==> src/rtl/drv_defs.svh <==
`ifndef DRV_DEFS_SVH
`define DRV_DEFS_SVH
`define WORD_W 16
`define SW_N 8
`define CNT_W 16
`define SEL_BIT 0
`define SW_LSB 1
`define PWM_LSB 1
`define RECOV_LSB 6
`define NR_BIT 10
`define SPARE_BIT 9
`define OLD_BIT 14
`define ONE_BIT 15
`define LEG_N 3
`define FRAME_LEN 5'h10
`define CNT_MAX 5'h1F
`define CLK_MHZ 25
`define OL_FILTER_US 1000
`define STARTUP_US 200
`define RECOV_US 100
`define OL_CYCLES (`OL_FILTER_US * `CLK_MHZ)
`define STARTUP_CYCLES (`STARTUP_US * `CLK_MHZ)
`define RECOV_CYCLES (`RECOV_US * `CLK_MHZ)
`endif

==> src/rtl/drv_pkg.sv <==
`default_nettype none
`include "drv_defs.svh"
package drv_pkg;
  typedef logic [`WORD_W-1:0] word_t;
  typedef logic [`SW_N-1:0] sw_vec_t;
  typedef struct packed {
    word_t cfg0;
    word_t cfg1;
    logic sel;
    sw_vec_t oc_m;
    sw_vec_t oc_s;
    sw_vec_t oc;
    sw_vec_t trip;
    sw_vec_t drive;
    logic nr;
    logic [`CNT_W-1:0] nr_cnt;
    logic [`CNT_W-1:0] rec_cnt;
    logic sck_m, sck_s, sck_p;
    logic csn_m, csn_s, csn_p;
    logic sdi_m, sdi_s;
    logic pwm_m, pwm_s;
    logic act_m, act_s, act_p;
    word_t shift_in;
    word_t shift_out;
    logic [4:0] bitcnt;
    logic sdo;
    logic sdo_oe;
    logic ol_clr;
  } main_state_t;
  typedef struct packed {
    sw_vec_t low_m;
    sw_vec_t low_s;
    logic [`SW_N-1:0][`CNT_W-1:0] cnt;
    sw_vec_t flag;
  } ol_state_t;
endpackage
`default_nettype wire

==> src/rtl/open_load_if.sv <==
`timescale 1ns/1ps
`default_nettype none
interface open_load_if;
  logic [7:0] sw_on;
  logic [7:0] low_cur;
  logic [7:0] flag;
  logic clr;
  modport ctrl (output sw_on, output low_cur, output clr, input flag);
  modport mon (input sw_on, input low_cur, input clr, output flag);
endinterface
`default_nettype wire

==> src/rtl/open_load_filter.sv <==
`timescale 1ns/1ps
`default_nettype none
`include "drv_defs.svh"
module open_load_filter
  import drv_pkg::*;
#(
  parameter int unsigned OL_CYCLES = `OL_CYCLES
) (
  input wire logic clk,
  input wire logic rst,
  open_load_if.mon io
);
  localparam logic [`CNT_W-1:0] OL_LAST = `CNT_W'(OL_CYCLES - 1);
  ol_state_t q, d;

  always_comb begin
    d = q;
    d.low_m = io.low_cur;
    d.low_s = q.low_m;
    for (int i = 0; i < `SW_N; i++) begin
      // Any gap in low current or switch-off restarts the filter
      if (io.sw_on[i] && q.low_s[i]) begin
        if (q.cnt[i] != OL_LAST) begin
          d.cnt[i] = q.cnt[i] + 1'b1;
        end
      end else begin
        d.cnt[i] = '0;
      end
      if (io.clr) begin
        d.flag[i] = 1'b0;
      end
      if (io.sw_on[i] && q.low_s[i] && q.cnt[i] == OL_LAST) begin
        d.flag[i] = 1'b1;
      end
    end
  end

  always_ff @(posedge clk) begin
    if (rst) begin
      q <= '0;
    end else begin
      q <= d;
    end
  end

  assign io.flag = q.flag;
endmodule
`default_nettype wire

==> src/rtl/driver_config_diag_reg1.sv <==
// Functional notes
// - Overcurrent on a switch sets its status-0 flag and turns that switch off.
// - Config-1 bits 10..6 enable automatic re-enable of tripped outputs after delay.
// - Recovery needs its enable and lands on the shared timer tick, so its delay depends on timer phase.
// - Config-1 bits 5..1 make an enabled output follow the PWM input.
// - Status-1 bit 10 flags start-up after standby exit; outputs held off meanwhile.
// - Status bit 0 is NOR of bits 1..14 of both status words.
// - Open-load disable bit 14 removes open-load flags from that NOR.
// - Status-1 bit 15 always reads one.
// - Both switches of one half bridge never conduct together.
`timescale 1ns/1ps
`default_nettype none
`include "drv_defs.svh"
module driver_config_diag_reg1
  import drv_pkg::*;
#(
  parameter int unsigned OL_CYCLES = `OL_CYCLES,
  parameter int unsigned STARTUP_CYCLES = `STARTUP_CYCLES,
  parameter int unsigned RECOV_CYCLES = `RECOV_CYCLES
) (
  input wire logic clk,
  input wire logic rst,
  input wire logic spi_clk,
  input wire logic chip_sel_n,
  input wire logic spi_din,
  output logic spi_dout,
  output logic spi_dout_oe,
  input wire logic pwm_in,
  input wire logic active_mode,
  input wire logic [7:0] overcurrent,
  input wire logic [7:0] low_current,
  output logic [7:0] switch_on
);
  localparam logic [`CNT_W-1:0] NR_LAST = `CNT_W'(STARTUP_CYCLES - 1);
  localparam logic [`CNT_W-1:0] REC_LAST = `CNT_W'(RECOV_CYCLES - 1);

  main_state_t q, d;
  word_t st0, st1;
  logic rec_tick;
  logic ol_masked;
  open_load_if ol_io ();

  assign ol_io.sw_on = q.drive;
  assign ol_io.low_cur = low_current;
  assign ol_io.clr = q.ol_clr;

  open_load_filter #(
    .OL_CYCLES(OL_CYCLES)
  ) u_ol (
    .clk(clk),
    .rst(rst),
    .io(ol_io)
  );

  // One shared recovery timer keeps area low; recovery lands on its phase
  assign rec_tick = (q.rec_cnt == REC_LAST);
  assign ol_masked = q.cfg0[`OLD_BIT] ? 1'b0 : (|ol_io.flag);

  always_comb begin
    st0 = '0;
    st0[`SW_LSB +: `SW_N] = q.oc;
    st1 = '0;
    st1[`ONE_BIT] = 1'b1;
    st1[`SPARE_BIT] = 1'b0;
    st1[`NR_BIT] = q.nr;
    st1[`SW_LSB +: `SW_N] = ol_io.flag;
    st0[0] = ~((|q.oc) | q.nr | ol_masked);
    st1[0] = st0[0];
  end

  always_comb begin
    logic sck_rise, sck_fall, csn_fall, csn_rise;
    logic [7:0] want;
    int o;
    sck_rise = q.sck_s & ~q.sck_p;
    sck_fall = ~q.sck_s & q.sck_p;
    csn_fall = ~q.csn_s & q.csn_p;
    csn_rise = q.csn_s & ~q.csn_p;
    want = '0;
    o = 0;
    d = q;
    d.ol_clr = 1'b0;
    d.sck_m = spi_clk;
    d.sck_s = q.sck_m;
    d.sck_p = q.sck_s;
    d.csn_m = chip_sel_n;
    d.csn_s = q.csn_m;
    d.csn_p = q.csn_s;
    d.sdi_m = spi_din;
    d.sdi_s = q.sdi_m;
    d.pwm_m = pwm_in;
    d.pwm_s = q.pwm_m;
    d.act_m = active_mode;
    d.act_s = q.act_m;
    d.act_p = q.act_s;
    d.oc_m = overcurrent;
    d.oc_s = q.oc_m;

    // Serial frame: status shifted out MSB first, command shifted in
    if (csn_fall) begin
      d.shift_out = q.sel ? st1 : st0;
      d.sdo = q.sel ? st1[`WORD_W-1] : st0[`WORD_W-1];
      d.sdo_oe = 1'b1;
      d.bitcnt = '0;
    end else if (!q.csn_s) begin
      if (sck_rise) begin
        d.shift_in = {q.shift_in[`WORD_W-2:0], q.sdi_s};
        if (q.bitcnt != `CNT_MAX) begin
          d.bitcnt = q.bitcnt + 1'b1;
        end
      end
      if (sck_fall) begin
        d.shift_out = {q.shift_out[`WORD_W-2:0], 1'b0};
        d.sdo = q.shift_out[`WORD_W-2];
      end
    end
    if (csn_rise) begin
      d.sdo_oe = 1'b0;
      // Frames of any other length are dropped whole
      if (q.bitcnt == `FRAME_LEN) begin
        d.sel = q.shift_in[`SEL_BIT];
        if (q.shift_in[`SEL_BIT]) begin
          d.cfg1 = q.shift_in;
        end else begin
          d.cfg0 = q.shift_in;
          d.oc = '0;
          d.trip = '0;
          d.ol_clr = 1'b1;
        end
      end
    end

    // Start-up timer after leaving standby
    if (q.act_s && !q.act_p) begin
      d.nr = 1'b1;
      d.nr_cnt = '0;
    end else if (q.nr) begin
      if (q.nr_cnt == NR_LAST) begin
        d.nr = 1'b0;
      end else begin
        d.nr_cnt = q.nr_cnt + 1'b1;
      end
    end

    d.rec_cnt = rec_tick ? '0 : q.rec_cnt + 1'b1;
    for (int i = 0; i < `SW_N; i++) begin
      o = (i < 2 * `LEG_N) ? i / 2 : i - `LEG_N;
      if (rec_tick && q.cfg1[`RECOV_LSB + o]) begin
        d.trip[i] = 1'b0;
      end
      // Trip set wins over a clearing write in the same cycle
      if (q.oc_s[i] && q.drive[i]) begin
        d.oc[i] = 1'b1;
        d.trip[i] = 1'b1;
      end
      // Two synced active samples, so not-ready is up before any switch can follow
      want[i] = q.cfg0[`SW_LSB + i] & ~q.trip[i] & ~q.nr & q.act_s & q.act_p;
      if (q.cfg1[`PWM_LSB + o]) begin
        want[i] = want[i] & q.pwm_s;
      end
    end
    d.drive = want & ~(q.oc_s & q.drive);
    for (int k = 0; k < `LEG_N; k++) begin
      // Both bits set means neither switch; opposite switch must be off first
      if (q.cfg0[`SW_LSB + 2 * k] && q.cfg0[`SW_LSB + 2 * k + 1]) begin
        d.drive[2 * k] = 1'b0;
        d.drive[2 * k + 1] = 1'b0;
      end
      if (q.drive[2 * k]) begin
        d.drive[2 * k + 1] = 1'b0;
      end
      if (q.drive[2 * k + 1]) begin
        d.drive[2 * k] = 1'b0;
      end
    end
  end

  always_ff @(posedge clk) begin
    if (rst) begin
      q <= '0;
    end else begin
      q <= d;
    end
  end

  assign switch_on = q.drive;
  assign spi_dout = q.sdo;
  assign spi_dout_oe = q.sdo_oe;
endmodule
`default_nettype wire

==> config.mk <==
export PLATFORM = sky130hd
export DESIGN_NAME = driver_config_diag_reg1
export DESIGN_NICKNAME = d
export VERILOG_FILES = /design/src/rtl/drv_pkg.sv /design/src/rtl/open_load_if.sv /design/src/rtl/open_load_filter.sv /design/src/rtl/driver_config_diag_reg1.sv
export VERILOG_INCLUDE_DIRS = /design/src /design/src/rtl
export SDC_FILE = /design/constraint.sdc
export NUM_CORES = 1
export LEC_CHECK = 0
export ABC_AREA = 1
export BUFFER_PORTS_ARGS = -buffer_cell sky130_fd_sc_hd__buf_2
export CAP_MARGIN = 10
export CORE_ASPECT_RATIO = 1.75
export CORE_MARGIN = 8
export CORE_UTILIZATION = 50
export CTS_CLUSTER_SIZE = 14
export DETAILED_ROUTE_END_ITERATION = 12
export PLACE_DENSITY = 0.67
export SYNTH_ARGS = -nofsm -noshare
export SYNTH_HDL_FRONTEND = slang
export SYNTH_SLANG_ARGS = --single-unit
==> constraint.sdc <==
create_clock -name clk -period 1.9 [get_ports clk]
set_input_delay 0.19 -clock clk [delete_from_list [all_inputs] [get_ports clk]]
set_output_delay 0.19 -clock clk [all_outputs]
set_load 0.05 [all_outputs]
==> metrics <==
power density over the cells 836 nW/µm²; Fin Setup TNS 0 ns; crit end category flop; routing usage on met2 34.5%; syn nets 1834; ratio of cells with drive above 1 in the final layout 7.56%; Final Max Tran Viols 0; final-report hold violation count 0; Leak 5.11 nW; largest net degree at the start of global routing 32; final worst-path setup slack 0.260 ns; Synth cell types 46; top cell type by total area after synthesis dfxtp_1; Final HPWL DP 21200 µm; CTS H-tree lvls 1; largest cells by area after synthesis dfxtp_1, nand2_1, nor2_1; cell with the most instances after synthesis nand2_1; placer's final routability congestion estimate 0.863; die area 31400 µm²; Fmax 0.610 GHz; met1 Resource Use GR 19.2%; Mapped Cells 1798; total gr overflow 0; most frequent cells after synthesis nand2_1, dfxtp_1, nor2_1; Critical Path RT 2.33 ns; Detailed Routing Iterations Pass 1 5; Post-Syn Area 12900 µm²; initial antenna violation count 0; Core Box Area 25700 µm²; Syn-to-layout area delta 12.7%; total clock sinks 296; die height 229 µm; Main synth FF type dfxtp_1; WL/cell 12.9 µm; clock tree buffer depth 3; DR DRC count 0; VDD IR-drop max 0.607 mV; total CTS buffers 28; total number of vias 11.4k; final WL 28400 µm; final hold slack 0.382 ns; number of synthesized flops with an enable pin 0; Antenna Violating Nets Remaining 0; Worst setup SP type flop; number of synthesized register bits 296; Seq/Total Area, Yosys 45.9%; PortBufs 32; Hold WC Path Type input port to flop; pre-CTS setup slack 0.281 ns; met3 global-route usage 2.46%; setup violators final 0; CP max FO 6; crit path DAT 2.07 ns; initial DRC count 568; DR vias/cell 5.20; Clock Latency Late Sink 0.55 ns; I/O pins 33; synth warn 0; critical setup path kind flop to flop; fill count 2428; Rows 78; minimum clock period 1.64 ns; post-synth top area share 45.9%; vias in the first global route 11.2k; fin nets 1896; clock transition at the registers of the reported paths 0.06 ns; gr usage total 18.3%; post-CTS repair timing setup buffer count 0; Antenna Cells 0; die width 137 µm; Synth Area per Inst 7.18 µm²; Most Crowded Layer GR met2; Post-Route Skew 0.0137 ns; status completed; fraction of registers with async set or reset after synthesis 0%; first-pass GRT wire length 48600 µm; Max Cap Viol 0; Slew HR 59.8%; Slew @ Worst Pin 0.602 ns; CTS tree built; final worst path period share 86.3%; Initial Util 50.3%; clk root buf clkbuf_16; final core utilization 56.7%; RSZ-0062 raised after global routing false; PostCTS Resize Cnt 0
==> sequential cells by signal (all words and copies together), names as in the netlist <==
name and flops:
switch_on 8, u_ol.io.flag 8, ol_io.clr 1, u_ol.q 136, spi_dout 1, q 117, u_ol.d 8, spi_dout_oe 1
d 16
==> where the power goes <==
group          switching, W  total [W]  internal, W
clock               0.00232    0.00551      0.00319
sequential        0.0000471    0.00634      0.00629
combinational      0.000194   0.000321     0.000127
total               0.00257     0.0122      0.00960
==> timing repair <==
action                                  CTS  global route
hold buffers                             23             0
endpoints found under the setup margin    0             0
hold endpoints to repair                 22             0
==> worst paths after layout <==
path,from,to,slack [ns],depth (start not counted)
worst max-delay path,u_ol.q[104],u_ol.q[114],0.26,6
worst min register to register,u_ol.d[138],u_ol.q[138],0.40,2
worst max register to register,u_ol.q[104],u_ol.q[114],0.26,6
worst min-delay path,spi_clk,d[51],0.38,4
==> layout make-up <==
| cell class | instances | area, µm² | share of cell area [%] |
|---|---|---|---|
| clock buffers | 40 | 837 | 5.75 |
| clock inverters | 8 | 78.8 | 0.542 |
| inverters | 264 | 993 | 6.83 |
| multi-input cells | 1197 | 5780 | 39.7 |
| flip-flops and latches | 296 | 5930 | 40.7 |
| well taps | 320 | 400 | 2.75 |
| repair buffers | 73 | 538 | 3.70 |
==> metrics by stage <==
stage               instances  area, µm²  power [W]
floorplan                1798      12900    0.00665
global placement         2127      13400    0.00676
detailed placement       2127      13400    0.00676
CTS                      2198      14600     0.0124
global route             2198      14600     0.0126
finish                   2198      14600     0.0122
==> worst max-delay path, cell delays in order, from the launching register on <==
cell and delay (ns):
dfxtp_1 0.35, ha_1 0.29, nand3_1 0.13, nor3_1 0.37
nand3_1 0.15, o21ai_0 0.18, a21oi_1 0.05
==> cell families after synthesis <==
family                     count (synthesis)  synth area share [%]
adders and majority gates                 13                  1.26
xor gates and xnor gates                  32                  2.17
AOI/OAI and AO/OA                        319                  13.0
buffers and inverters                    305                  9.33
and+or+nand+nor                          833                  28.4
DFF                                      296                  45.9
==> layer usage <==
metal  wire [µm]  up-vias  share of wire, %
li1            -     5961                 -
met4         956        0               3.4
met3         894       72               3.2
met1       11500     5213                40
met2       15000      173                53
met5           0        -                 0
==> layout by cell type (no fill, tap or decap), types with 3 or more instances in the layout <==
cell           Yosys  layout
nand2_1          304     304
dfxtp_1          296     296
nor2_1           261     261
inv_1            254     254
a21oi_1          157     157
o21ai_0          133     133
nand3_1          117     117
nand4_1           61      61
nor3_1            43      43
buf_2             11      32
clkbuf_16          0      29
dlygate4sd3_1      0      23
xor2_1            20      20
buf_4              9      17
ha_1              13      13
xnor2_1           12      12
nor2_2            11      11
inv_2              8       8
or2_2              8       8
clkbuf_8           0       7
a21oi_2            6       6
clkinv_2           2       5
and2_1             4       4
o32ai_1            4       4
clkbuf_1          16       4
a31oi_1            3       3
a211oi_1           3       3
nor4_1             3       3
nand3_2            3       3
o22ai_1            3       3
nor3b_1            3       3
nand3b_1           3       3
clkinv_4           0       3
Power figures use the tool's default switching activity.
